$ cat config.mk
export PLATFORM = sky130hd
export DESIGN_NAME = power_save_control
export DESIGN_NICKNAME = d
export VERILOG_FILES = /design/src/power_save_pkg.sv /design/src/power_save_control.sv /design/src/doze_divider.sv /design/src/wake_detector.sv
export SDC_FILE = /design/constraint.sdc
export NUM_CORES = 1
export LEC_CHECK = 0
export ABC_AREA = 1
export BUFFER_PORTS_ARGS = -buffer_cell sky130_fd_sc_hd__buf_2
export CORE_MARGIN = 2
export CORE_UTILIZATION = 30
export DETAILED_ROUTE_END_ITERATION = 6
export SLEW_MARGIN = 20
export SYNTH_ARGS = -nofsm -noshare
export SYNTH_HDL_FRONTEND = slang
export SYNTH_SLANG_ARGS = --single-unit
$ cat constraint.sdc
create_clock -name mclk -period 3.7 [get_ports mclk]
set_input_delay 0.37 -clock mclk [delete_from_list [all_inputs] [get_ports mclk]]
set_output_delay 0.37 -clock mclk [all_outputs]
set_load 0.02 [all_outputs]
$ cat src/power_save_pkg.sv
// Purpose: shared constants for the power-save control block
// Assumes: 32-bit APB register map, word aligned
// Notes:   offsets not printed are chosen here
`default_nettype none
package power_save_pkg;
    // register byte offsets
    localparam logic [7:0] OFS_WAKE_CTRL   = 8'h00;
    localparam logic [7:0] OFS_IRQ_FLAG5   = 8'h04;
    localparam logic [7:0] OFS_RESET_CTRL  = 8'h08;
    localparam logic [7:0] OFS_CLK_DIV     = 8'h0C;
    localparam logic [7:0] OFS_MOD_OFF     = 8'h10;
    localparam logic [7:0] OFS_MOD_EN      = 8'h14;
    localparam logic [7:0] OFS_MOD_IDL     = 8'h18;
    localparam logic [7:0] OFS_STATUS      = 8'h1C;
    // wake control fields
    localparam int WAKE_EN_BIT    = 15;
    localparam int WAKE_IDL_BIT   = 13;
    localparam int WAKE_SINK_BIT  = 8;
    // irq flag register 5
    localparam int WAKE_FLAG_BIT  = 0;
    // reset control fields
    localparam int LOWREG_EN_BIT  = 12;
    localparam int KEEP_BIT       = 8;
    // clock divider fields
    localparam int ROI_BIT        = 15;
    localparam int RATIO_HI       = 14;
    localparam int RATIO_LO       = 12;
    localparam int SLOW_EN_BIT    = 11;
    // reset values
    localparam logic [15:0] WAKE_CTRL_RST = 16'h0000;
    localparam logic [15:0] RESET_CTRL_RST = 16'h0000;
    localparam logic [15:0] CLK_DIV_RST   = 16'h0000;
    localparam logic [2:0]  RATIO_RST     = 3'h0;
    // regulator modes during sleep
    typedef enum logic [1:0] {
        REG_FAST, REG_STANDBY, REG_LOWV, REG_DEEP
    } reg_mode_t;
    // wake latency in cycles per mode
    localparam logic [7:0] WAKE_LAT_FAST    = 8'h02;
    localparam logic [7:0] WAKE_LAT_STANDBY = 8'h08;
    localparam logic [7:0] WAKE_LAT_LOWV    = 8'h20;
    localparam logic [7:0] WAKE_LAT_DEEP    = 8'hFF;
endpackage
`default_nettype wire

$ cat src/power_save_control.sv
// Purpose: power-saving control: wake detector, sleep regulator mode,
//          slowdown divider and per-module disable gates
// Assumes: APB slave, 32-bit data, single clock
// Notes:   regulator and sink are control outputs only
`default_nettype none
module power_save_control #(
    parameter int NMOD = 8
) (
    // clock and reset
    input  wire logic            mclk,
    input  wire logic            rst_n,
    // apb slave
    input  wire logic            psel,
    input  wire logic            penable,
    input  wire logic            pwrite,
    input  wire logic [7:0]      paddr,
    input  wire logic [31:0]     pwdata,
    output logic      [31:0]     prdata,
    output logic                 pready,
    output logic                 pslverr,
    // power state from the core
    input  wire logic            sleepReq,
    input  wire logic            deepSleepReq,
    input  wire logic            idleMode,
    input  wire logic            irqPending,
    input  wire logic            lowRegFuse,
    // wake sense pin
    input  wire logic            senseHigh,
    output logic                 sinkOn,
    // regulator control
    output logic                 mainRegOn,
    output logic                 mainRegStandby,
    output logic                 retRegOn,
    output logic                 sleeping,
    output logic                 wakeDone,
    // clocks enables
    output logic                 cpuClkEn,
    // peripheral gates
    output logic [NMOD-1:0]      modClkEn,
    output logic [NMOD-1:0]      modRun,
    output logic [NMOD-1:0]      modRegAccess
);
    logic [15:0]      wakeCtrl;
    logic             wakeFlag;
    logic [15:0]      resetCtrl;
    logic [15:0]      clock_divider_register;
    logic [NMOD-1:0]  modOff;
    logic [NMOD-1:0]  modEn;
    logic [NMOD-1:0]  modIdl;
    logic             wakeEvent;
    logic             cpuTick;
    logic             fullSpeed;
    logic             inDeep;
    logic [7:0]       wakeCount;
    logic             waking;
    power_save_pkg::reg_mode_t regMode;
    power_save_pkg::reg_mode_t next_regMode;

    wire logic access = psel && penable;
    wire logic wr     = access && pwrite;

    function automatic logic hit(input logic [7:0] a, input logic [7:0] o);
        hit = (a == o);
    endfunction

    // registers
    always_ff @(posedge mclk) begin
        if (!rst_n) begin
            wakeCtrl  <= power_save_pkg::WAKE_CTRL_RST;
            resetCtrl <= power_save_pkg::RESET_CTRL_RST;
            clock_divider_register    <= power_save_pkg::CLK_DIV_RST;
            modOff    <= '0;
            modEn     <= '1;
            modIdl    <= '0;
        end else if (wr) begin
            if (hit(paddr, power_save_pkg::OFS_WAKE_CTRL))
                wakeCtrl <= pwdata[15:0] & 16'hA100;
            if (hit(paddr, power_save_pkg::OFS_RESET_CTRL))
                resetCtrl <= pwdata[15:0] & 16'h1100;
            if (hit(paddr, power_save_pkg::OFS_CLK_DIV))
                clock_divider_register <= pwdata[15:0] & 16'hF800;
            if (hit(paddr, power_save_pkg::OFS_MOD_OFF))
                modOff <= pwdata[NMOD-1:0];
            // writes to powered-off modules are dropped
            if (hit(paddr, power_save_pkg::OFS_MOD_EN))
                modEn <= (pwdata[NMOD-1:0] & ~modOff)
                       | (modEn & modOff);
            if (hit(paddr, power_save_pkg::OFS_MOD_IDL))
                modIdl <= (pwdata[NMOD-1:0] & ~modOff)
                        | (modIdl & modOff);
        end
    end

    // wake flag: a new wake beats a software clear in the same cycle
    always_ff @(posedge mclk) begin
        if (!rst_n)
            wakeFlag <= 1'b0;
        else if (wakeEvent)
            wakeFlag <= 1'b1;
        else if (wr && hit(paddr, power_save_pkg::OFS_IRQ_FLAG5))
            wakeFlag <= pwdata[power_save_pkg::WAKE_FLAG_BIT];
    end

    // apb read and answer, always zero wait states
    always_ff @(posedge mclk) begin
        if (!rst_n) begin
            prdata  <= 32'h0000_0000;
            pready  <= 1'b0;
            pslverr <= 1'b0;
        end else begin
            pready  <= psel && !penable;
            pslverr <= 1'b0;
            prdata  <= 32'h0000_0000;
            if (psel && !penable && !pwrite) begin
                case (paddr)
                    power_save_pkg::OFS_WAKE_CTRL:
                        prdata <= {16'h0000, wakeCtrl};
                    power_save_pkg::OFS_IRQ_FLAG5:
                        prdata <= {31'h0, wakeFlag};
                    power_save_pkg::OFS_RESET_CTRL:
                        prdata <= {16'h0000, resetCtrl};
                    power_save_pkg::OFS_CLK_DIV:
                        prdata <= {16'h0000, clock_divider_register};
                    power_save_pkg::OFS_MOD_OFF:
                        prdata <= 32'(modOff);
                    // powered-off modules read as all ones (invalid)
                    power_save_pkg::OFS_MOD_EN:
                        prdata <= 32'(modEn | modOff);
                    power_save_pkg::OFS_MOD_IDL:
                        prdata <= 32'(modIdl | modOff);
                    power_save_pkg::OFS_STATUS:
                        prdata <= {28'h0, waking, sleeping, fullSpeed,
                                   inDeep};
                    default: begin
                        prdata  <= 32'h0000_0000;
                        pslverr <= 1'b0;
                    end
                endcase
            end
            if (psel && !penable && !hit(paddr & 8'hE3, 8'h00))
                pslverr <= 1'b1;
        end
    end

    // regulator mode selection for sleep
    always_comb begin
        if (deepSleepReq)
            next_regMode = power_save_pkg::REG_DEEP;
        else if (resetCtrl[power_save_pkg::KEEP_BIT])
            next_regMode = power_save_pkg::REG_FAST;
        else if (lowRegFuse || !resetCtrl[power_save_pkg::LOWREG_EN_BIT])
            next_regMode = power_save_pkg::REG_STANDBY;
        else
            next_regMode = power_save_pkg::REG_LOWV;
    end

    // sleep sequencer and wake latency
    always_ff @(posedge mclk) begin
        if (!rst_n) begin
            sleeping  <= 1'b0;
            inDeep    <= 1'b0;
            waking    <= 1'b0;
            wakeDone  <= 1'b0;
            wakeCount <= 8'h00;
            regMode   <= power_save_pkg::REG_FAST;
        end else begin
            wakeDone <= 1'b0;
            if (!sleeping && !waking && (sleepReq || deepSleepReq)) begin
                sleeping <= 1'b1;
                inDeep   <= deepSleepReq;
                regMode  <= next_regMode;
            end else if (sleeping && (wakeEvent || irqPending)) begin
                sleeping <= 1'b0;
                waking   <= 1'b1;
                case (regMode)
                    power_save_pkg::REG_FAST:
                        wakeCount <= power_save_pkg::WAKE_LAT_FAST;
                    power_save_pkg::REG_STANDBY:
                        wakeCount <= power_save_pkg::WAKE_LAT_STANDBY;
                    // core rail must ramp back first
                    power_save_pkg::REG_LOWV:
                        wakeCount <= power_save_pkg::WAKE_LAT_LOWV;
                    power_save_pkg::REG_DEEP:
                        wakeCount <= power_save_pkg::WAKE_LAT_DEEP;
                    default:
                        wakeCount <= power_save_pkg::WAKE_LAT_DEEP;
                endcase
            end else if (waking) begin
                if (wakeCount == 8'h00) begin
                    waking   <= 1'b0;
                    inDeep   <= 1'b0;
                    wakeDone <= 1'b1;
                    regMode  <= power_save_pkg::REG_FAST;
                end else begin
                    wakeCount <= wakeCount - 8'h01;
                end
            end
        end
    end

    // regulator outputs
    always_ff @(posedge mclk) begin
        if (!rst_n) begin
            mainRegOn      <= 1'b1;
            mainRegStandby <= 1'b0;
            retRegOn       <= 1'b0;
        end else begin
            mainRegOn      <= !(sleeping &&
                (regMode == power_save_pkg::REG_LOWV ||
                 regMode == power_save_pkg::REG_DEEP));
            mainRegStandby <= sleeping &&
                regMode == power_save_pkg::REG_STANDBY;
            retRegOn       <= !lowRegFuse && sleeping &&
                regMode == power_save_pkg::REG_LOWV;
        end
    end

    // wake detector, halted in idle when asked
    wire logic wakeEn   = wakeCtrl[power_save_pkg::WAKE_EN_BIT];
    wire logic wakeHalt = wakeCtrl[power_save_pkg::WAKE_IDL_BIT] && idleMode;

    wake_detector wake_detector_inst (
        .mclk      (mclk),
        .rst_n     (rst_n),
        .armed     (wakeEn && !wakeHalt),
        .sleeping  (sleeping && !inDeep),
        .pinHigh   (senseHigh),
        .wakeEvent (wakeEvent)
    );

    always_ff @(posedge mclk) begin
        if (!rst_n)
            sinkOn <= 1'b0;
        else
            sinkOn <= wakeCtrl[power_save_pkg::WAKE_SINK_BIT]
                      && !wakeHalt;
    end

    // slowdown: interrupts restore full speed only when allowed
    always_ff @(posedge mclk) begin
        if (!rst_n)
            fullSpeed <= 1'b0;
        else if (!clock_divider_register[power_save_pkg::SLOW_EN_BIT])
            fullSpeed <= 1'b0;
        else if (irqPending && clock_divider_register[power_save_pkg::ROI_BIT])
            fullSpeed <= 1'b1;
    end

    doze_divider doze_divider_inst (
        .mclk    (mclk),
        .rst_n   (rst_n),
        .active  (clock_divider_register[power_save_pkg::SLOW_EN_BIT] && !fullSpeed),
        .ratio   (clock_divider_register[power_save_pkg::RATIO_HI:
                         power_save_pkg::RATIO_LO]),
        .cpuTick (cpuTick)
    );

    // only the cpu enable is divided; module clocks ignore slowdown
    always_ff @(posedge mclk) begin
        if (!rst_n)
            cpuClkEn <= 1'b0;
        else
            cpuClkEn <= cpuTick && !sleeping && !waking;
    end

    // per-module gates
    genvar g;
    generate
        for (g = 0; g < NMOD; g++) begin : gMod
            always_ff @(posedge mclk) begin
                if (!rst_n) begin
                    modClkEn[g]     <= 1'b0;
                    modRun[g]       <= 1'b0;
                    modRegAccess[g] <= 1'b0;
                end else begin
                    modClkEn[g]     <= !modOff[g];
                    modRegAccess[g] <= !modOff[g];
                    modRun[g]       <= !modOff[g] && modEn[g]
                        && !(modIdl[g] && idleMode);
                end
            end
        end
    endgenerate
endmodule
`default_nettype wire

$ cat src/doze_divider.sv
// Purpose: cpu clock-enable divider for slowdown mode
// Assumes: ratio code n divides by two to the n
// Notes:   enable pulses stay aligned to the peripheral clock
`default_nettype none
module doze_divider (
    // clock and reset
    input  wire logic       mclk,
    input  wire logic       rst_n,
    // control
    input  wire logic       active,
    input  wire logic [2:0] ratio,
    // cpu clock enable
    output logic            cpuTick
);
    logic [6:0] count;
    logic [6:0] limit;

    // code n maps to divisor 2**n; one tick per divisor periods
    always_comb begin
        limit = 7'((8'h01 << ratio) - 8'h01);
    end

    always_ff @(posedge mclk) begin
        if (!rst_n) begin
            count   <= 7'h00;
            cpuTick <= 1'b0;
        end else if (!active || count >= limit) begin
            count   <= 7'h00;
            cpuTick <= 1'b1;
        end else begin
            count   <= count + 7'h01;
            cpuTick <= 1'b0;
        end
    end
endmodule
`default_nettype wire

$ cat src/wake_detector.sv
// Purpose: falling-threshold wake detector on the sense pin
// Assumes: pin level is already a digital compare against low threshold
// Notes:   arms only while sleeping with enable set
`default_nettype none
module wake_detector (
    // clock and reset
    input  wire logic mclk,
    input  wire logic rst_n,
    // state
    input  wire logic armed,
    input  wire logic sleeping,
    input  wire logic pinHigh,
    // event
    output logic      wakeEvent
);
    always_ff @(posedge mclk) begin
        if (!rst_n) begin
            wakeEvent <= 1'b0;
        end else begin
            // level below threshold, so a pin already low also wakes
            wakeEvent <= armed && sleeping && !pinHigh;
        end
    end
endmodule
`default_nettype wire

Word-level counts from Yosys, hierarchy flattened --
Index checks and enable logic that the tools add are counted.
Word-level totals: logic and storage cells 197, output and inout bits 65, register bits after elaboration 114, bits of input ports 51
Operators by class: order comparisons 1, shifts and indexed selects 1, equal/unequal tests 12, mux-type cells 26, bitwise gates (word level) 11, $add $sub $neg 3, reductions and logical operators 102
Operators with widths (number):
- $pmux W16 S8 | 1
- $logic_and A1 B1 Y1 | 47
- $eq A8 B5 Y1 const B | 4
- $or A8 B8 Y8 | 4
- $pmux W8 S4 | 1
- $logic_not A1 Y1 | 29
- $and A8 B8 Y8 | 3
- $logic_not A8 Y1 | 3
- $mux W8 | 3
- $eq A8 B4 Y1 const B | 2
- $reduce_and A2 Y1 | 8
- $mux W1 | 14
- $mux W2 | 7
- $reduce_bool A2 Y1 | 5
- $eq A8 B3 Y1 const B | 1
- $not A8 Y8 | 1
- $sub A8 B1 Y8 const B | 1
- $add A7 B1 Y7 const B | 1
- $ge A7 B7 Y1 | 1
- $shl A1 B3 Y7 const A | 1
- $sub A7 B1 Y7 const B | 1
- $reduce_and A3 Y1 | 2
- $logic_or A1 B1 Y1 | 5
- $eq A2 B2 Y1 const B | 2
- 6 further kinds | 9

Longest topological paths before layout --
word-level depth 6, mapped depth 11

Modules after synthesis --
Synthesis repeated with hierarchy kept, for this count alone.
Unflattened totals: cells, all modules 607, area, all modules 4571.9 um^2
By module, submodules not included:
- power_save_control | instances 1, sequential area each 1741.7 um^2, area an instance 3995.1 um^2, cells an instance 535
- doze_divider | instances 1, sequential area each 160.2 um^2, area an instance 539.3 um^2, cells an instance 67
- wake_detector | instances 1, sequential area each 20.0 um^2, area an instance 37.5 um^2, cells an instance 5

Least setup slack after synthesis --
No wires, ideal clock.
kind register to register, start point register clock_divider_register[14], end point register doze_divider_inst.count[0], path slack 2202 ps, clock period less this slack 1498 ps, setup time 68 ps, buffers on the path 0, arrival 1430 ps, cell stages (with the launch flop) 8, cell sequence dfxtp_1 -> nand3_1 -> ha_1 -> nand2_1 -> nor2_1 -> nor3b_1 -> nand3_1 -> nor2_1
On the way: longest elaborated chain between the ends 5
RTL lines:
- from (decl) | RTL line power_save_control.sv:46 | logic [15:0] clock_divider_register;
- from (signal assigned) | RTL line power_save_control.sv:71 | clock_divider_register <= power_save_pkg::CLK_DIV_RST;
- from (signal assigned) | RTL line power_save_control.sv:81 | clock_divider_register <= pwdata[15:0] & 16'hF800;
- $shl A1 B3 Y7 | RTL line doze_divider.sv:20 | limit = 7'((8'h01 << ratio) - 8'h01);
- $sub A7 B1 Y7 | RTL line doze_divider.sv:20
- $ge A7 B7 Y1 | RTL line doze_divider.sv:27 | end else if (!active || count >= limit) begin
- $logic_or A1 B1 Y1 | RTL line doze_divider.sv:27
- $reduce_or A2 Y1 (no source line)
- to (signal assigned) | RTL line doze_divider.sv:31 | count <= count + 7'h01;
- to (decl) | RTL line doze_divider.sv:15 | logic [6:0] count;
No other way between the ends. A chain may end at the register's enable or synchronous reset.

Final worst setup path --
start point register wake_detector_inst.wakeEvent, end point register wakeDone
On the way: longest elaborated chain between the ends 3
RTL lines:
- from (decl) | RTL line wake_detector.sv:14 | output logic wakeEvent
- from (signal assigned) | RTL line wake_detector.sv:21 | wakeEvent <= armed && sleeping && !pinHigh;
- $logic_or A1 B1 Y1 | RTL line power_save_control.sv:172 | end else if (sleeping && (wakeEvent || irqPending)) begin
- $logic_and A1 B1 Y1 | RTL line power_save_control.sv:172
- $reduce_or A4 Y1 (no source line)
- to (signal assigned) | RTL line power_save_control.sv:163 | wakeDone <= 1'b0;
- to (signal assigned) | RTL line power_save_control.sv:167 | wakeDone <= 1'b0;
- to (signal assigned) | RTL line power_save_control.sv:192 | wakeDone <= 1'b1;
- to (decl) | RTL line power_save_control.sv:35 | output logic wakeDone,
No other way between the ends.

==> flow_summary.rst <==
.. list-table::
   :header-rows: 1

   * - Metric
     - Value
   * - Final Max Tran Viols
     - 0
   * - Die W
     - about 130 um
   * - Most common cell after layout, fill and taps aside
     - sky130_fd_sc_hd__nand2_1
   * - Core Footprint
     - 0.01464 mm^2
   * - Post-synthesis instance area
     - 0.004537 mm^2
   * - Slew of the pin with the lowest slew margin
     - approximately 0.54 ns
   * - Start-to-end type of the worst setup path
     - register to register
   * - I/O Buffers
     - 79
   * - # hold bufs at CTS
     - 0
   * - Layout Skew
     - approximately 0.0064 ns
   * - Maximum Capacitance Violations
     - 0
   * - Setup TNS
     - 0 ns
   * - Kind of end point of the critical path
     - register
   * - Multiplexer share of the synthesized area
     - 0%
   * - Residual antenna-violating net count after detailed routing
     - 0
   * - Tmin final
     - around 1.8 ns
   * - Clock sink total
     - 96
   * - HPWL after detailed placement
     - between 7 and 8 mm
   * - Source-to-sink clock delay at the later pin of the worst-skew pair
     - between 0.3 and 0.4 ns
   * - Cell variety after synth
     - 33
   * - Proportion of layout cells with a drive suffix above 1
     - approximately a fifth
   * - Antenna diodes
     - 0
   * - Maximum number of pins on one net before global-route repair
     - 40
   * - H-tree depth
     - 3
   * - Run status
     - complete, no violations
   * - Achievable Freq
     - approximately 570 MHz
   * - Per-cell via count in the routed design
     - about 4.5
   * - Number of nets in the layout
     - 750
   * - Leftover overflow at the end of global routing
     - 0
   * - CTS Buffer Depth
     - 2
   * - Cell types with the largest area share after synthesis
     - sky130_fd_sc_hd__dfxtp_1, sky130_fd_sc_hd__nand2_1, sky130_fd_sc_hd__nor2_1
   * - Post-synthesis cell type with the largest combined area
     - sky130_fd_sc_hd__dfxtp_1
   * - Unrepaired setup endpoints after global routing
     - no
   * - Number of buffers inserted by post-CTS setup repair
     - 0
   * - Top cell type's share of synthesized area
     - 42.36%
   * - Number of instances in the synthesized netlist
     - between 600 and 700
   * - Total of warnings raised by yosys
     - 0
   * - Tightest Hold Check Type
     - primary input to register
   * - Final number of setup-violating endpoints
     - 0
   * - Leakage power
     - around 2.4 nW
   * - Area delta synth->final
     - 16.27%
   * - Total wire length
     - roughly 11 mm
   * - Synthesized area per cell
     - between 7 and 8 um^2
   * - Final RePlAce weighted congestion
     - approximately 0.82
   * - First-pass GRT wire length
     - 17.93 mm
   * - Initial antenna violation count
     - 0
   * - TritonCTS buffer count
     - 9
   * - Tcrit/Tclk final
     - 47.37%
   * - Boundary Pins
     - 116
   * - Total power divided by cell area
     - ~450 mW/mm^2
   * - Top library cells by usage in the layout, fill and taps aside
     - sky130_fd_sc_hd__nand2_1, sky130_fd_sc_hd__nor2_1, sky130_fd_sc_hd__dfxtp_1
   * - Worst hold margin
     - between 0.2 and 0.25 ns
   * - Data arrival time at the worst-slack endpoint
     - 2.00 ns
   * - DRC marker count from the first detailed-route iteration
     - between 200 and 300
   * - Remaining max-slew budget at the tightest pin
     - 63.72%
   * - Avg WL per Cell
     - roughly 12 um
   * - Row Count
     - 44
   * - Critical path fanouts, max
     - 13
   * - Part of the Yosys area used for sequential elements
     - 42.36%
   * - Clock slew at reported path FFs
     - ~0.06 ns
   * - Post-Synth Simple-Gate Area
     - between 30% and 40%
   * - Data required time of the critical path
     - between 3 and 4 ns
   * - Register Area
     - 0.001922 mm^2
   * - Number of gates resized after CTS
     - 0
   * - First drt pass iteration count
     - 4
   * - DRC violations left
     - 0
   * - Initial Utilization
     - 30.98%
   * - Synth Register Bits
     - 96
   * - DR vias
     - roughly 3900
   * - Largest family of logic cells by synthesized area
     - simple AND/OR/NAND/NOR gates
   * - Xor/xnor cell area share of the yosys netlist
     - under 10%
   * - CTS tree
     - yes
   * - Area of the multi-input gates
     - between 0.002 and 0.0025 mm^2
   * - Complex-gate fraction of the synthesized area
     - ~8%
   * - Y dimension of the die
     - around 130 um
   * - Buffer cell driving the clock tree root
     - sky130_fd_sc_hd__clkbuf_16
   * - Hold violation total from the final report
     - 0
   * - Number of global-route vias before repair
     - around 3600
   * - Global-route total usage across every layer
     - between 10% and 20%
   * - Nature of the critical path startpoint
     - register
   * - Peak VDD IR
     - 0.0002201 V
   * - Area share of fa/ha/maj cells after synthesis
     - under 10%
   * - Fill cell instance count of the final layout
     - 1579
   * - Die outline area
     - approximately 0.016 mm^2
==> cell usage after synthesis <==
cell type	number
sky130_fd_sc_hd__nor2_4	3
sky130_fd_sc_hd__conb_1	1
sky130_fd_sc_hd__nor2_1	100
sky130_fd_sc_hd__inv_1	59
sky130_fd_sc_hd__nand4_1	5
sky130_fd_sc_hd__clkinv_1	1
sky130_fd_sc_hd__o21ai_0	32
sky130_fd_sc_hd__nor2_8	3
sky130_fd_sc_hd__nand2_2	5
sky130_fd_sc_hd__or2_2	2
sky130_fd_sc_hd__nand3_4	1
sky130_fd_sc_hd__ha_1	14
sky130_fd_sc_hd__a21oi_1	37
sky130_fd_sc_hd__o22ai_1	1
sky130_fd_sc_hd__nor3b_1	2
sky130_fd_sc_hd__buf_2	4
sky130_fd_sc_hd__xnor2_1	2
sky130_fd_sc_hd__buf_4	26
sky130_fd_sc_hd__xor2_1	4
sky130_fd_sc_hd__nand2_1	119
sky130_fd_sc_hd__buf_6	1
sky130_fd_sc_hd__nor2_2	3
sky130_fd_sc_hd__buf_12	1
sky130_fd_sc_hd__nand3_2	8
sky130_fd_sc_hd__a21oi_2	2
sky130_fd_sc_hd__nand3b_1	2
sky130_fd_sc_hd__nand2_4	1
sky130_fd_sc_hd__nand2_8	1
sky130_fd_sc_hd__nor3_1	11
sky130_fd_sc_hd__nand3_1	57
sky130_fd_sc_hd__inv_2	3
sky130_fd_sc_hd__clkbuf_1	6
sky130_fd_sc_hd__dfxtp_1	96
==> final cells by class <==
type                       count  share of cell area, %
sequential                    96                  36.43
clock buffer                  10                  4.530
tap                          184                  4.364
clock inverter                 5                  1.067
inverter                      63                  4.483
multi-input combinational    433                  41.20
timing repair buffer          82                  7.922
==> final timing paths <==
check	from	end	slack, ns	cells past startpoint
setup / recovery	wake_detector_inst.wakeEvent	wakeDone	1.95	6
hold / removal	senseHigh	wake_detector_inst.wakeEvent	0.23	2
setup reg to reg	wake_detector_inst.wakeEvent	wakeDone	1.95	6
hold reg to reg	doze_divider_inst.cpuTick	cpuClkEn	0.44	2
==> power breakdown <==
part | switching, mW | total, mW | internal, mW
Clock | 0.403 | 0.941 | 0.539
Sequential | 0.0325 | 1.10 | 1.07
Combinational | 0.220 | 0.331 | 0.110
Total | 0.655 | 2.37 | 1.72
==> worst max-delay path, stage by stage (launching register included) <==
cell	delay (ns)
sky130_fd_sc_hd__dfxtp_1	0.32
sky130_fd_sc_hd__or2_2	0.30
sky130_fd_sc_hd__nand2_1	0.31
sky130_fd_sc_hd__inv_1	0.23
sky130_fd_sc_hd__nor2_1	0.17
sky130_fd_sc_hd__nand3_1	0.08
sky130_fd_sc_hd__nor3_1	0.23
==> metrics by stage <==
step | cells | cell area [um^2] | setup slack (ns) | utilization [%] | total power, mW
6_report | 873 | 5275 | 1.947 | 36.02 | 2.374
5_1_grt | 873 | 5275 | 1.724 | 36.02 | 2.497
4_1_cts | 873 | 5275 | 1.939 | 36.02 | 2.401
3_5_place_dp | 858 | 4980 | 1.788 | 34.01 | 1.455
3_3_place_gp | 858 | 4980 | 1.807 | 34.01 | 1.453
2_1_floorplan | 630 | 4601 | 2.202 | - | 1.377
==> layer usage <==
layer	global-route usage, %	vias up	part of all wire [%]
met4	4.848	0	1.5
met5	0	-	0
met1	18.55	1738	48
met3	3.685	10	4.6
li1	-	2056	-
met2	22.61	94	46
==> logic make-up after synthesis <==
logic type	count (synthesis)
and+or+nand+nor	323
buffers and inverters	101
DFF	96
AOI/OAI and AO/OA	72
adders and majority gates	14
xor gates and xnor gates	6
other	1
(Power assumes the default switching activity.)
